[src/tdmsa_cfg.svh]
// Purpose: Constants of the slot access unit (offsets, fields, resets, timing)
// Assumes: 12 slots of 8 bits per frame, 96 bit periods per frame
// Notes:   Byte offsets on the AXI4-Lite register bus
`ifndef TDMSA_CFG_SVH
`define TDMSA_CFG_SVH
`define TDMSA_OFS_DATA0     8'h00
`define TDMSA_OFS_SEL0      8'h10
`define TDMSA_OFS_CTRL0     8'h20
`define TDMSA_OFS_CTRL1     8'h24
`define TDMSA_OFS_MASK      8'h28
`define TDMSA_OFS_ACK       8'h2C
`define TDMSA_OFS_STAT      8'h30
`define TDMSA_OFS_POS       8'h34
`define TDMSA_CTRL_IN0      0
`define TDMSA_CTRL_OUT0     1
`define TDMSA_CTRL_IN1      2
`define TDMSA_CTRL_OUT1     3
`define TDMSA_CTRL_XCH      4
`define TDMSA_CTRL_ARB      5
`define TDMSA_SEL_LINE      7
`define TDMSA_ARB_CODE      4'h8
`define TDMSA_ARB_SLOT      4'hB
`define TDMSA_RST_BYTE      8'hFF
`define TDMSA_RST_ZERO      8'h00
`define TDMSA_FRAME_BITS    96
`define TDMSA_LAST_POS      7'h5F
`define TDMSA_DRC_PER_BIT   2
`endif

[src/tdmsa_pkg.sv]
// Purpose: Types of the slot access unit
// Assumes: Constants live in tdmsa_cfg.svh
// Notes:   Nothing here holds logic
package tdmsa_pkg;
    typedef logic [7:0] tdmsa_byte_t;
    typedef logic [6:0] tdmsa_pos_t;
    typedef enum logic [1:0] {
        TDMSA_RESP_OKAY   = 2'b00,
        TDMSA_RESP_SLVERR = 2'b10
    } tdmsa_resp_t;
endpackage

[src/tdmsa_slot_access.sv]
// Purpose: Four slot buffers looping, shifting and monitoring slots of the serial frame
// Assumes: Bit clock, frame sync and lines are asynchronous and slow against sys_clk_i
// Notes:   Registers over AXI4-Lite; one write and one read in flight at most
`timescale 1ns/1ns
`include "tdmsa_cfg.svh"
module tdmsa_slot_access #(
    parameter int ADDR_W = 8
) (
    // Clock and reset
    input  wire logic                 sys_clk_i,
    input  wire logic                 rst_n_i,
    // AXI4-Lite write
    input  wire logic [ADDR_W-1:0]    s_axi_awaddr_i,
    input  wire logic                 s_axi_awvalid_i,
    output logic                      s_axi_awready_o,
    input  wire logic [31:0]          s_axi_wdata_i,
    input  wire logic [3:0]           s_axi_wstrb_i,
    input  wire logic                 s_axi_wvalid_i,
    output logic                      s_axi_wready_o,
    output tdmsa_pkg::tdmsa_resp_t    s_axi_bresp_o,
    output logic                      s_axi_bvalid_o,
    input  wire logic                 s_axi_bready_i,
    // AXI4-Lite read
    input  wire logic [ADDR_W-1:0]    s_axi_araddr_i,
    input  wire logic                 s_axi_arvalid_i,
    output logic                      s_axi_arready_o,
    output logic [31:0]               s_axi_rdata_o,
    output tdmsa_pkg::tdmsa_resp_t    s_axi_rresp_o,
    output logic                      s_axi_rvalid_o,
    input  wire logic                 s_axi_rready_i,
    // Serial frame
    input  wire logic                 bit_clock_i,
    input  wire logic                 frame_sync_i,
    input  wire logic                 upstream_line_i,
    input  wire logic                 downstream_line_i,
    output logic                      upstream_line_o,
    output logic                      upstream_line_oe_n_o,
    output logic                      downstream_line_o,
    output logic                      downstream_line_oe_n_o,
    // Event summary
    output logic                      sync_irq_o
);
    // Bit position of a slot offset, wrapped into the frame
    function automatic tdmsa_pkg::tdmsa_pos_t f_wrap(input logic [7:0] v);
        logic [7:0] w;
        w = (v >= 8'(`TDMSA_FRAME_BITS)) ? v - 8'(`TDMSA_FRAME_BITS) : v;
        return w[6:0];
    endfunction

    // Input line and slot of a buffer: {line, slot}
    function automatic logic [4:0] f_in_sel(input logic [7:0] own, input logic [7:0] peer,
                                            input logic xch, input logic arb, input logic even);
        logic [7:0] s;
        s = xch ? peer : own;
        if (even && arb && s[3:0] == `TDMSA_ARB_CODE) begin
            return {s[`TDMSA_SEL_LINE], `TDMSA_ARB_SLOT};
        end
        return {s[`TDMSA_SEL_LINE], s[3:0]};
    endfunction

    // Synchronisers; index 0 is the first stage
    logic [2:0] bclk_s;
    logic [2:0] fsc_s;
    logic [1:0] up_s;
    logic [1:0] dn_s;
    logic       bclk_rise;
    logic       bclk_fall;
    logic       fsc_rise;

    // Core state
    tdmsa_pkg::tdmsa_byte_t data [4];
    tdmsa_pkg::tdmsa_byte_t sel [4];
    tdmsa_pkg::tdmsa_byte_t shreg [4];
    tdmsa_pkg::tdmsa_byte_t outsh [4];
    logic [5:0]             ctrl [2];
    tdmsa_pkg::tdmsa_byte_t mask;
    tdmsa_pkg::tdmsa_byte_t stat;
    logic [3:0]             pend;
    tdmsa_pkg::tdmsa_pos_t  pos;
    logic                   fsc_seen;
    tdmsa_pkg::tdmsa_byte_t next_data [4];
    tdmsa_pkg::tdmsa_byte_t next_sel [4];
    tdmsa_pkg::tdmsa_byte_t next_shreg [4];
    tdmsa_pkg::tdmsa_byte_t next_outsh [4];
    logic [5:0]             next_ctrl [2];
    tdmsa_pkg::tdmsa_byte_t next_mask;
    tdmsa_pkg::tdmsa_byte_t next_stat;
    logic [3:0]             next_pend;
    tdmsa_pkg::tdmsa_pos_t  next_pos;
    logic                   next_fsc_seen;
    logic                   next_up_o;
    logic                   next_up_oe_n;
    logic                   next_dn_o;
    logic                   next_dn_oe_n;
    logic [3:0]             commit;
    logic [3:0]             ov_src;
    logic [3:0]             in_en;
    logic [3:0]             out_en;

    // Register write strobe from the bus group
    logic                   wr_en;
    logic [ADDR_W-1:0]      wr_addr;
    tdmsa_pkg::tdmsa_byte_t wr_byte;

    assign bclk_rise = bclk_s[1] & ~bclk_s[2];
    assign bclk_fall = ~bclk_s[1] & bclk_s[2];
    assign fsc_rise  = fsc_s[1] & ~fsc_s[2];

    always_comb begin
        for (int p = 0; p < 2; p++) begin
            in_en[2*p]    = ctrl[p][`TDMSA_CTRL_IN0];
            out_en[2*p]   = ctrl[p][`TDMSA_CTRL_OUT0];
            in_en[2*p+1]  = ctrl[p][`TDMSA_CTRL_IN1];
            out_en[2*p+1] = ctrl[p][`TDMSA_CTRL_OUT1];
        end
    end

    always_comb begin
        logic [4:0] isel;
        logic [7:0] base;
        logic [7:0] dly;
        logic       drv_up;
        logic       drv_dn;
        logic       bit_up;
        logic       bit_dn;
        logic [3:0] srcs;
        isel = 5'h00;
        base = 8'h00;
        dly = 8'h00;
        drv_up = 1'b0;
        drv_dn = 1'b0;
        bit_up = 1'b1;
        bit_dn = 1'b1;
        srcs = 4'h0;
        next_data = data;
        next_sel = sel;
        next_shreg = shreg;
        next_outsh = outsh;
        next_ctrl = ctrl;
        next_mask = mask;
        next_stat = stat;
        next_pend = pend;
        next_pos = pos;
        next_fsc_seen = fsc_seen | fsc_rise;
        next_up_o = upstream_line_o;
        next_up_oe_n = upstream_line_oe_n_o;
        next_dn_o = downstream_line_o;
        next_dn_oe_n = downstream_line_oe_n_o;
        commit = 4'h0;
        ov_src = 4'h0;
        // Software writes first, so hardware events in the same cycle win
        if (wr_en) begin
            for (int i = 0; i < 4; i++) begin
                if (wr_addr == ADDR_W'(`TDMSA_OFS_DATA0 + 4 * i)) next_data[i] = wr_byte;
                if (wr_addr == ADDR_W'(`TDMSA_OFS_SEL0 + 4 * i)) next_sel[i] = wr_byte;
            end
            if (wr_addr == ADDR_W'(`TDMSA_OFS_CTRL0)) next_ctrl[0] = wr_byte[5:0];
            if (wr_addr == ADDR_W'(`TDMSA_OFS_CTRL1)) next_ctrl[1] = wr_byte[5:0];
            if (wr_addr == ADDR_W'(`TDMSA_OFS_MASK)) next_mask = wr_byte;
            if (wr_addr == ADDR_W'(`TDMSA_OFS_ACK)) next_pend = pend & ~wr_byte[3:0];
            if (wr_addr == ADDR_W'(`TDMSA_OFS_STAT)) next_stat = stat & ~wr_byte;
        end
        // Bits are sampled on the falling bit clock edge
        if (bclk_fall) begin
            for (int i = 0; i < 4; i++) begin
                isel = f_in_sel(sel[i], sel[i^1], ctrl[i/2][`TDMSA_CTRL_XCH],
                                ctrl[i/2][`TDMSA_CTRL_ARB], (i % 2) == 0);
                if (in_en[i] && pos[6:3] == isel[3:0]) begin
                    next_shreg[i] = {shreg[i][6:0],
                                     isel[4] ? dn_s[1] : up_s[1]};
                end
            end
        end
        // Bit clock counts bit periods; a double-rate clock is not needed
        if (bclk_rise) begin
            next_fsc_seen = fsc_rise;
            if (fsc_seen) next_pos = 7'h00;
            else if (pos == `TDMSA_LAST_POS) next_pos = 7'h00;
            else next_pos = pos + 7'h01;
            for (int i = 0; i < 4; i++) begin
                isel = f_in_sel(sel[i], sel[i^1], ctrl[i/2][`TDMSA_CTRL_XCH],
                                ctrl[i/2][`TDMSA_CTRL_ARB], (i % 2) == 0);
                base = {1'b0, isel[3:0], 3'b000};
                dly = isel[4] ? 8'h01 : 8'h02;
                // Commit late so a slot right after the source goes out next frame
                if (next_pos == f_wrap(base + 8'h07 + dly) && in_en[i]) begin
                    commit[i] = 1'b1;
                    next_data[i] = shreg[i];
                    if (mask[i]) begin
                        next_stat[i] = 1'b1;
                        next_pend[i] = 1'b1;
                    end
                end
                if (next_pos == f_wrap(base + 8'(`TDMSA_FRAME_BITS) - dly) && pend[i]) begin
                    ov_src[i] = 1'b1;
                    next_pend[i] = commit[i];
                end
                // Output slot always from own selection
                if (out_en[i] && next_pos[6:3] == sel[i][3:0]) begin
                    if (next_pos[2:0] == 3'h0) begin
                        next_outsh[i] = {data[i][6:0], 1'b0};
                    end else begin
                        next_outsh[i] = {outsh[i][6:0], 1'b0};
                    end
                    if (sel[i][`TDMSA_SEL_LINE]) begin
                        drv_up = 1'b1;
                        bit_up = (next_pos[2:0] == 3'h0) ? data[i][7] : outsh[i][7];
                    end else begin
                        drv_dn = 1'b1;
                        bit_dn = (next_pos[2:0] == 3'h0) ? data[i][7] : outsh[i][7];
                    end
                end
            end
            for (int j = 0; j < 4; j++) begin
                srcs = mask[j] ? (4'h1 << j) : (ov_src & mask[3:0]);
                if (mask[4+j] && out_en[j] && |(ov_src & srcs)) begin
                    next_stat[4+j] = 1'b1;
                end
            end
            next_up_o = bit_up;
            next_up_oe_n = ~drv_up;
            next_dn_o = bit_dn;
            next_dn_oe_n = ~drv_dn;
        end
    end

    always_ff @(posedge sys_clk_i) begin
        bclk_s <= {bclk_s[1:0], bit_clock_i};
        fsc_s <= {fsc_s[1:0], frame_sync_i};
        up_s <= {up_s[0], upstream_line_i};
        dn_s <= {dn_s[0], downstream_line_i};
        if (!rst_n_i) begin
            for (int i = 0; i < 4; i++) begin
                data[i] <= `TDMSA_RST_BYTE;
                sel[i] <= `TDMSA_RST_ZERO;
                shreg[i] <= `TDMSA_RST_BYTE;
                outsh[i] <= `TDMSA_RST_BYTE;
            end
            ctrl[0] <= 6'h00;
            ctrl[1] <= 6'h00;
            mask <= `TDMSA_RST_ZERO;
            stat <= `TDMSA_RST_ZERO;
            pend <= 4'h0;
            pos <= 7'h00;
            fsc_seen <= 1'b0;
            upstream_line_o <= 1'b1;
            upstream_line_oe_n_o <= 1'b1;
            downstream_line_o <= 1'b1;
            downstream_line_oe_n_o <= 1'b1;
            sync_irq_o <= 1'b0;
        end else begin
            data <= next_data;
            sel <= next_sel;
            shreg <= next_shreg;
            outsh <= next_outsh;
            ctrl <= next_ctrl;
            mask <= next_mask;
            stat <= next_stat;
            pend <= next_pend;
            pos <= next_pos;
            fsc_seen <= next_fsc_seen;
            upstream_line_o <= next_up_o;
            upstream_line_oe_n_o <= next_up_oe_n;
            downstream_line_o <= next_dn_o;
            downstream_line_oe_n_o <= next_dn_oe_n;
            sync_irq_o <= |next_stat;
        end
    end

    // Bus slave: address and data held until both are in
    logic              aw_hold;
    logic              w_hold;
    logic [ADDR_W-1:0] aw_addr;
    logic [31:0]       w_data;
    logic              w_lane0;
    logic              next_aw_hold;
    logic              next_w_hold;
    logic [ADDR_W-1:0] next_aw_addr;
    logic [31:0]       next_w_data;
    logic              next_w_lane0;
    logic              next_bvalid;
    logic              next_rvalid;
    logic [31:0]       next_rdata;
    logic              hit;
    tdmsa_pkg::tdmsa_resp_t next_bresp;
    tdmsa_pkg::tdmsa_resp_t next_rresp;

    function automatic logic f_mapped(input logic [ADDR_W-1:0] a);
        return a[1:0] == 2'b00 && a <= ADDR_W'(`TDMSA_OFS_POS);
    endfunction

    always_comb begin
        next_aw_hold = aw_hold | (s_axi_awvalid_i & s_axi_awready_o);
        next_w_hold = w_hold | (s_axi_wvalid_i & s_axi_wready_o);
        next_aw_addr = (s_axi_awvalid_i & s_axi_awready_o) ? s_axi_awaddr_i : aw_addr;
        next_w_data = (s_axi_wvalid_i & s_axi_wready_o) ? s_axi_wdata_i : w_data;
        next_w_lane0 = (s_axi_wvalid_i & s_axi_wready_o) ? s_axi_wstrb_i[0] : w_lane0;
        next_bvalid = s_axi_bvalid_o & ~s_axi_bready_i;
        next_bresp = s_axi_bresp_o;
        wr_en = 1'b0;
        wr_addr = aw_addr;
        wr_byte = w_data[7:0];
        if (aw_hold && w_hold && !s_axi_bvalid_o) begin
            wr_en = w_lane0 && f_mapped(aw_addr);
            next_bresp = f_mapped(aw_addr) ? tdmsa_pkg::TDMSA_RESP_OKAY
                                           : tdmsa_pkg::TDMSA_RESP_SLVERR;
            next_bvalid = 1'b1;
            next_aw_hold = 1'b0;
            next_w_hold = 1'b0;
        end
        next_rvalid = s_axi_rvalid_o & ~s_axi_rready_i;
        next_rdata = s_axi_rdata_o;
        next_rresp = s_axi_rresp_o;
        hit = 1'b0;
        if (s_axi_arvalid_i && s_axi_arready_o) begin
            next_rvalid = 1'b1;
            next_rdata = 32'h0000_0000;
            for (int i = 0; i < 4; i++) begin
                if (s_axi_araddr_i == ADDR_W'(`TDMSA_OFS_DATA0 + 4 * i)) next_rdata[7:0] = data[i];
                if (s_axi_araddr_i == ADDR_W'(`TDMSA_OFS_SEL0 + 4 * i)) next_rdata[7:0] = sel[i];
            end
            if (s_axi_araddr_i == ADDR_W'(`TDMSA_OFS_CTRL0)) next_rdata[5:0] = ctrl[0];
            if (s_axi_araddr_i == ADDR_W'(`TDMSA_OFS_CTRL1)) next_rdata[5:0] = ctrl[1];
            if (s_axi_araddr_i == ADDR_W'(`TDMSA_OFS_MASK)) next_rdata[7:0] = mask;
            if (s_axi_araddr_i == ADDR_W'(`TDMSA_OFS_ACK)) next_rdata[3:0] = pend;
            if (s_axi_araddr_i == ADDR_W'(`TDMSA_OFS_STAT)) next_rdata[7:0] = stat;
            if (s_axi_araddr_i == ADDR_W'(`TDMSA_OFS_POS)) next_rdata[6:0] = pos;
            hit = f_mapped(s_axi_araddr_i);
            next_rresp = hit ? tdmsa_pkg::TDMSA_RESP_OKAY : tdmsa_pkg::TDMSA_RESP_SLVERR;
        end
    end

    always_ff @(posedge sys_clk_i) begin
        if (!rst_n_i) begin
            aw_hold <= 1'b0;
            w_hold <= 1'b0;
            aw_addr <= '0;
            w_data <= 32'h0000_0000;
            w_lane0 <= 1'b0;
            s_axi_awready_o <= 1'b0;
            s_axi_wready_o <= 1'b0;
            s_axi_bvalid_o <= 1'b0;
            s_axi_bresp_o <= tdmsa_pkg::TDMSA_RESP_OKAY;
            s_axi_arready_o <= 1'b0;
            s_axi_rvalid_o <= 1'b0;
            s_axi_rdata_o <= 32'h0000_0000;
            s_axi_rresp_o <= tdmsa_pkg::TDMSA_RESP_OKAY;
        end else begin
            aw_hold <= next_aw_hold;
            w_hold <= next_w_hold;
            aw_addr <= next_aw_addr;
            w_data <= next_w_data;
            w_lane0 <= next_w_lane0;
            s_axi_awready_o <= ~next_aw_hold & ~next_bvalid;
            s_axi_wready_o <= ~next_w_hold & ~next_bvalid;
            s_axi_bvalid_o <= next_bvalid;
            s_axi_bresp_o <= next_bresp;
            s_axi_arready_o <= ~next_rvalid;
            s_axi_rvalid_o <= next_rvalid;
            s_axi_rdata_o <= next_rdata;
            s_axi_rresp_o <= next_rresp;
        end
    end

    for (genvar g = 0; g < 4; g++) begin : g_chk

    end
endmodule

[config.mk]
export PLATFORM = sky130hd
export DESIGN_NAME = tdmsa_slot_access
export DESIGN_NICKNAME = d
export VERILOG_FILES = /design/src/tdmsa_pkg.sv /design/src/tdmsa_slot_access.sv
export VERILOG_INCLUDE_DIRS = /design/src
export SDC_FILE = /design/constraint.sdc
export NUM_CORES = 1
export LEC_CHECK = 0
export BUFFER_PORTS_ARGS = -buffer_cell sky130_fd_sc_hd__buf_2
export CORE_ASPECT_RATIO = 1.75
export CORE_MARGIN = 10
export CORE_UTILIZATION = 65
export DETAILED_ROUTE_END_ITERATION = 8
export PLACE_DENSITY = 0.86
export SETUP_SLACK_MARGIN = 0.5
export SLEW_MARGIN = 30
export SYNTH_ARGS = -nofsm -noshare
export SYNTH_HDL_FRONTEND = slang
export SYNTH_SLANG_ARGS = --single-unit
[constraint.sdc]
create_clock -name sys_clk_i -period 10 [get_ports sys_clk_i]
set_input_delay 0.5 -clock sys_clk_i [delete_from_list [all_inputs] [get_ports sys_clk_i]]
set_output_delay 0.5 -clock sys_clk_i [all_outputs]
set_load 0.02 [all_outputs]
# Word-level counts from Yosys, hierarchy flattened
# Cells that the tools add are included.
# totals
register_bits,219
output_inout_bits,46
wordCells,373
# op_classes
addsub,25
n_lt_le_gt_ge,10
eq_ne,44
mux,159
bitwise_logic,32
reduce_logical,58
# op_table
cell,n
8-bit 2-to-1 mux,29
1-bit 2-to-1 mux,90
"8-bit by 6-bit equality test with 1-bit output, second input constant",11
7-bit 2-to-1 mux,12
"8-bit by 5-bit equality test with 1-bit output, second input constant",8
"8-bit by 7-bit greater-or-equal comparator with 1-bit output, second input constant",8
32-bit 2-to-1 mux,2
7-bit equality test,8
"7-bit subtractor, second input constant",8
5-bit 2-to-1 mux,10
"7-bit by 3-bit adder with 8-bit output, second input constant",4
"7-bit by 7-bit adder with 8-bit output, second input constant",4
8-bit by 2-bit adder with 8-bit output,4
4-bit equality test,8
"8-bit by 4-bit equality test with 1-bit output, second input constant",4
1-bit logical AND,32
4-bit 2-to-1 mux,8
8-bit by 2-bit subtractor with 8-bit output,4
2-bit AND reduction,15
4-bit AND,6
"8-bit by 3-bit equality test with 1-bit output, second input constant",2
"8-bit by 6-bit less-or-equal comparator with 1-bit output, second input constant",2
8-bit logical NOT,2
4-bit OR reduction,4
15 further kinds,43

# Logic depth before layout (Yosys ltp)
# depth
ltp_word,23
depth_mapped,16

# Least setup slack after synthesis
# No wires, ideal clock.
# synth_timing
kind,register to register
startpoint,register ctrl[4] (netlist bit)
endpoint,register sync_irq_o
arrival_time_ns,3.200
required_ns,9.923
path_slack_ns,6.723
stages_incl_launch_ff,15
n_path_buf,3
synth_period_minus_slack_ns,3.277
cell_sequence,dfxtp_1 buf_6 buf_2 buf_2 mux2i_1 inv_1 ha_1 a21oi_1 or3_1 a311o_1 o21ai_1 nand4_1 a41oi_2 o21ai_1 a41oi_2
# synth_between
elab_chain_cells,23
word_cells_on_any_way,68
cone_classes,add/sub (12); order compare (4); eq/ne (5); mux (28); bitwise (5); reduce/logical (14)
# synth_lines
element,line,source
from (decl),tdmsa_slot_access.sv:75,logic [5:0] ctrl [2];
from (signal assigned),tdmsa_slot_access.sv:256,ctrl <= next_ctrl;
8-bit 2-to-1 mux,tdmsa_slot_access.sv:54,s = xch ? peer : own;
4-bit equality test (no source line),-,
1-bit logical AND (no source line),-,
1-bit 2-to-1 mux,tdmsa_slot_access.sv:55,if (even && arb && s[3:0] == `TDMSA_ARB_CODE) begin
1-bit 2-to-1 mux,tdmsa_slot_access.sv:175,if (bclk_rise) begin
5-bit 2-to-1 mux,tdmsa_slot_access.sv:58,"return {s[`TDMSA_SEL_LINE], s[3:0]};"
5-bit 2-to-1 mux,tdmsa_slot_access.sv:175,
7-bit by 7-bit adder with 8-bit output / 2-bit 2-to-1 mux (equally long branches),"tdmsa_slot_access.sv:194, tdmsa_slot_access.sv:184",
[... 7 more ...],-,
4-bit AND,tdmsa_slot_access.sv:215,srcs = mask[j] ? (4'h1 << j) : (ov_src & mask[3:0]);
4-bit 2-to-1 mux,tdmsa_slot_access.sv:215,
4-bit AND,tdmsa_slot_access.sv:216,if (mask[4+j] && out_en[j] && |(ov_src & srcs)) begin
4-bit OR reduction,tdmsa_slot_access.sv:216,
1-bit logical AND,tdmsa_slot_access.sv:216,
1-bit 2-to-1 mux,tdmsa_slot_access.sv:216,
8-bit 2-to-1 mux *,tdmsa_slot_access.sv:175,
8-bit OR reduction *,tdmsa_slot_access.sv:266,sync_irq_o <= |next_stat;
to (signal assigned),tdmsa_slot_access.sv:266,
to (decl),tdmsa_slot_access.sv:41,output logic sync_irq_o
# Mark *: on every way between the ends. The rest lies on a longest branch, timed or not. The select of a mux whose other input is x is not followed.
# A chain may end at the register's enable or synchronous reset.

# Final worst setup path
# layout_timing
startpoint,register ctrl[10] (netlist bit)
endpoint,register sync_irq_o
# The elaborated chain is that of the path after synthesis.

==> metrics.md <==
| Metric | Value |
|---|---|
| Final setup viols | `0` |
| Max Fclk | `226 MHz` |
| Cell Rows | `66` |
| Synth cell types | `90` |
| H-tree depth | `1` |
| Setup crit end kind | `flip-flop` |
| Clk buf depth | `3` |
| Chip width | `approximately 120 µm` |
| Rel. slew slack | `0.302` |
| Ranking of synthesized cells by area | `dfxtp_1 35%, mux2i_1 10%, nand2_1 8.4%` |
| Vias in the first global route | `around 11000` |
| Clock Sinks | `217` |
| Initial antenna violation count | `0` |
| RSZ-0062 raised after global routing | `false` |
| FF+latch count, synth | `~220` |
| Count leader, synth | `nand2_1` |
| Slowest stage cell, crit path | `a32oi_1` |
| Buffers on Ports | `55` |
| Launch point of the worst path | `ctrl[10]$_SDFFE_PN0P_` |
| Antenna Nets Post-Route | `0` |
| Maxcap violations | `0` |
| Area grow syn2layout | `7.83%` |
| Peak supply drop | `0.000162 V` |
| Synth top area share | `0.352` |
| YS warnings | `0` |
| Slowest Stage Delay on Critical Path | `0.70 ns` |
| Pre-CTS WS | `5.56 ns` |
| Share of cells above drive strength 1 | `0.109` |
| Avg Synthesized Cell Area | `8.17 µm²` |
| Crit path time final | `4.43 ns` |
| Ys async rst share | `0` |
| Die footprint | `25100 µm²` |
| Final Skew | `approximately 0.014 ns` |
| Hold_ws | `between 0.08 and 0.09 ns` |
| Synthesized cell area | `between 10000 and 15000 µm²` |
| Drt pass-1 iters | `8` |
| Crit Reg-Reg Startpoint | `ctrl[10]$_SDFFE_PN0P_` |
| Number of placed cells counting well taps | `1717` |
| Post-synthesis sequential area ratio | `0.352` |
| Number of DRC markers in iteration 0 | `roughly 1000` |
| Post-synth EDFFs | `0` |
| # resized after CTS | `0` |
| Post-DR wirelength/cell | `between 20 and 25 µm` |
| Clk root buf | `clkbuf_16` |
| Worst Tran Pin Value | `1.04 ns` |
| Final Max Tran Viols | `0` |
| Area leader, netlist | `dfxtp_1` |
| GPL Wtd Cong | `1.01` |
| Power density cells | `141 nW/µm²` |
| Worst path cell trace | `mux2i_1, o21ai_0, nand2_1, ha_1, or4b_1, o211ai_1, xnor2_1, nor3_2, a32oi_1, o211a_1, o2111a_1, a41oi_2` |
| Hold Vio Cnt, Final | `0` |
| Hold_buf cts | `0` |
| Commonest cells in the netlist | `275 x nand2_1, 217 x dfxtp_1, 123 x mux2i_1, 108 x a21oi_1, 103 x nand3_1` |
| # Post-CTS Setup Buffers | `0` |
| # DRC | `0` |
| Total GRT Usage | `0.310` |
| CP required | `10.38 ns` |
| Clk_lat worst skew | `between 0.5 and 0.6 ns` |
| Antenna cell count | `0` |
| Final net count | `~1600` |
| Syn Inst Count | `1512` |
| CP arrival | `4.81 ns` |
| DRT Wirelength | `41300 µm` |
| Hpwl dp | `29500 µm` |
| Reg clk slew, reported paths | `around 0.070 ns` |
| R2R Setup Slk | `5.57 ns` |
| Hold Path Origin | `frame_sync_i` |
| Io pins | `109` |
| Die Ht | `between 200 and 250 µm` |
| DR vias | `11700` |
| Static Leak | `0.00525 µW` |
| First-pass GRT wire length | `63200 µm` |
| GR Overflow Total | `0` |
| Worst Hold Class | `in -> reg` |
| Crit path launch type | `flip-flop` |
| Post-layout util | `0.714` |
| Final worst slack | `5.57 ns` |
| Non-Filler Instances | `1754` |
| Total CTS buffers | `20` |
| CTS tree | `built` |
| Crit Path Max Fanout | `17` |
| Synth Flop Type | `dfxtp_1` |
| Final cycle utilization of the critical path | `0.443` |
| Final setup TNS | `0 ns` |
| Status | `complete, no violations` |
| Vias per std cell | `6.66` |
| Core ar. | `between 15000 and 20000 µm²` |
| Largest net degree at the start of global routing | `103` |
| Initial Utilization | `0.662` |
| Setup CP Type | `reg -> reg` |
[metrics by stage]
stage | instance area [µm²] | power [µW]
after floorplan | 12400 | 990
after global placement | 12500 | 1030
after detailed placement | 12500 | 1030
after CTS | 13300 | 1880
after global routing | 13300 | 1930
final | 13300 | 1880
[routing by layer]
metal / global-route usage / share of wire
met5: 0 / 0
met4: 0.238 / 0.082
met1: 0.318 / 0.34
met3: 0.0508 / 0.079
met2: 0.547 / 0.50
[logic make-up (layout without fill, tap and decap cells)]
| kind of cell | Yosys count | after routing | share of synthesized area |
|---|---|---|---|
| simple gates | 578 | 578 | 0.217 |
| compound gates | 314 | 314 | 0.166 |
| flops | 217 | 217 | 0.352 |
| buf+inv | 158 | 137 | 0.0629 |
| mux | 152 | 152 | 0.130 |
| xor+xnor | 77 | 77 | 0.0552 |
| fa+ha+maj | 15 | 15 | 0.0164 |
| other cells | 1 | 26 | 0.000304 |
[path summary, 6_finish.rpt]
| check | end | cells after the start |
|---|---|---|
| hold / removal | fsc_s[0]$_DFF_P_ | 1 |
| hold reg to reg | fsc_s[1]$_DFF_P_ | 0 |
| setup reg to reg | sync_irq_o$_SDFF_PN0_ | 12 |
| setup / recovery | sync_irq_o$_SDFF_PN0_ | 12 |
[cells in the final DEF, fill, tap and decap left out, types with 5 or more instances in the layout]
master,n
nand4_1,18
mux2_2,22
buf_4,19
nor2b_1,10
o21ai_0,61
o211ai_1,35
xnor2_1,57
inv_1,25
a31oi_1,9
buf_2,54
xor2_1,19
nor4_1,9
a22oi_1,10
bufinv_16,5
mux2i_1,122
and2_1,8
conb_1,26
nand3_1,103
a22o_1,6
and3_1,11
a221oi_1,12
dfxtp_1,216
nand2_1,275
clkbuf_16,21
nor3_1,27
o22ai_1,11
a21oi_1,108
a21boi_0,6
nand2b_1,5
nor2_1,71
ha_1,13
[cell type report]
class                      count  area (µm²)
clock buffer                  25         551
clock inverter                11         193
fill                        1508        5350
inverter                      26        97.6
multi-input combinational   1162        7380
sequential                   217        4350
tap                          238         298
timing repair buffer          75         452
[power by group]
part,internal (µW),switching [µW]
logic,36.3,87.4
registers,874,16.8
clock network,524,344
total,1430,449
[registers in the layout, summed over array words and instances (netlist names), 2 cells and up]
register / flops
aw_addr: 8
bclk_s: 3
ctrl: 12
data: 32
dn_s: 2
fsc_s: 3
mask: 8
outsh: 32
pend: 4
pos: 7
s_axi_rdata_o: 8
sel: 32
shreg: 32
stat: 8
up_s: 2
w_data: 8
[critical path: cells and delay by family (launching register included)]
kind                     cells  cell delay [ns]
adder cells (fa/ha/maj)      1             0.32
AND/OR/NAND/NOR              3             0.79
multiplexers                 1             0.67
flip-flops                   1             0.68
AO/OA/AOI/OAI                6             1.66
XOR/XNOR                     1             0.17
Power figures use the tool's default switching activity.
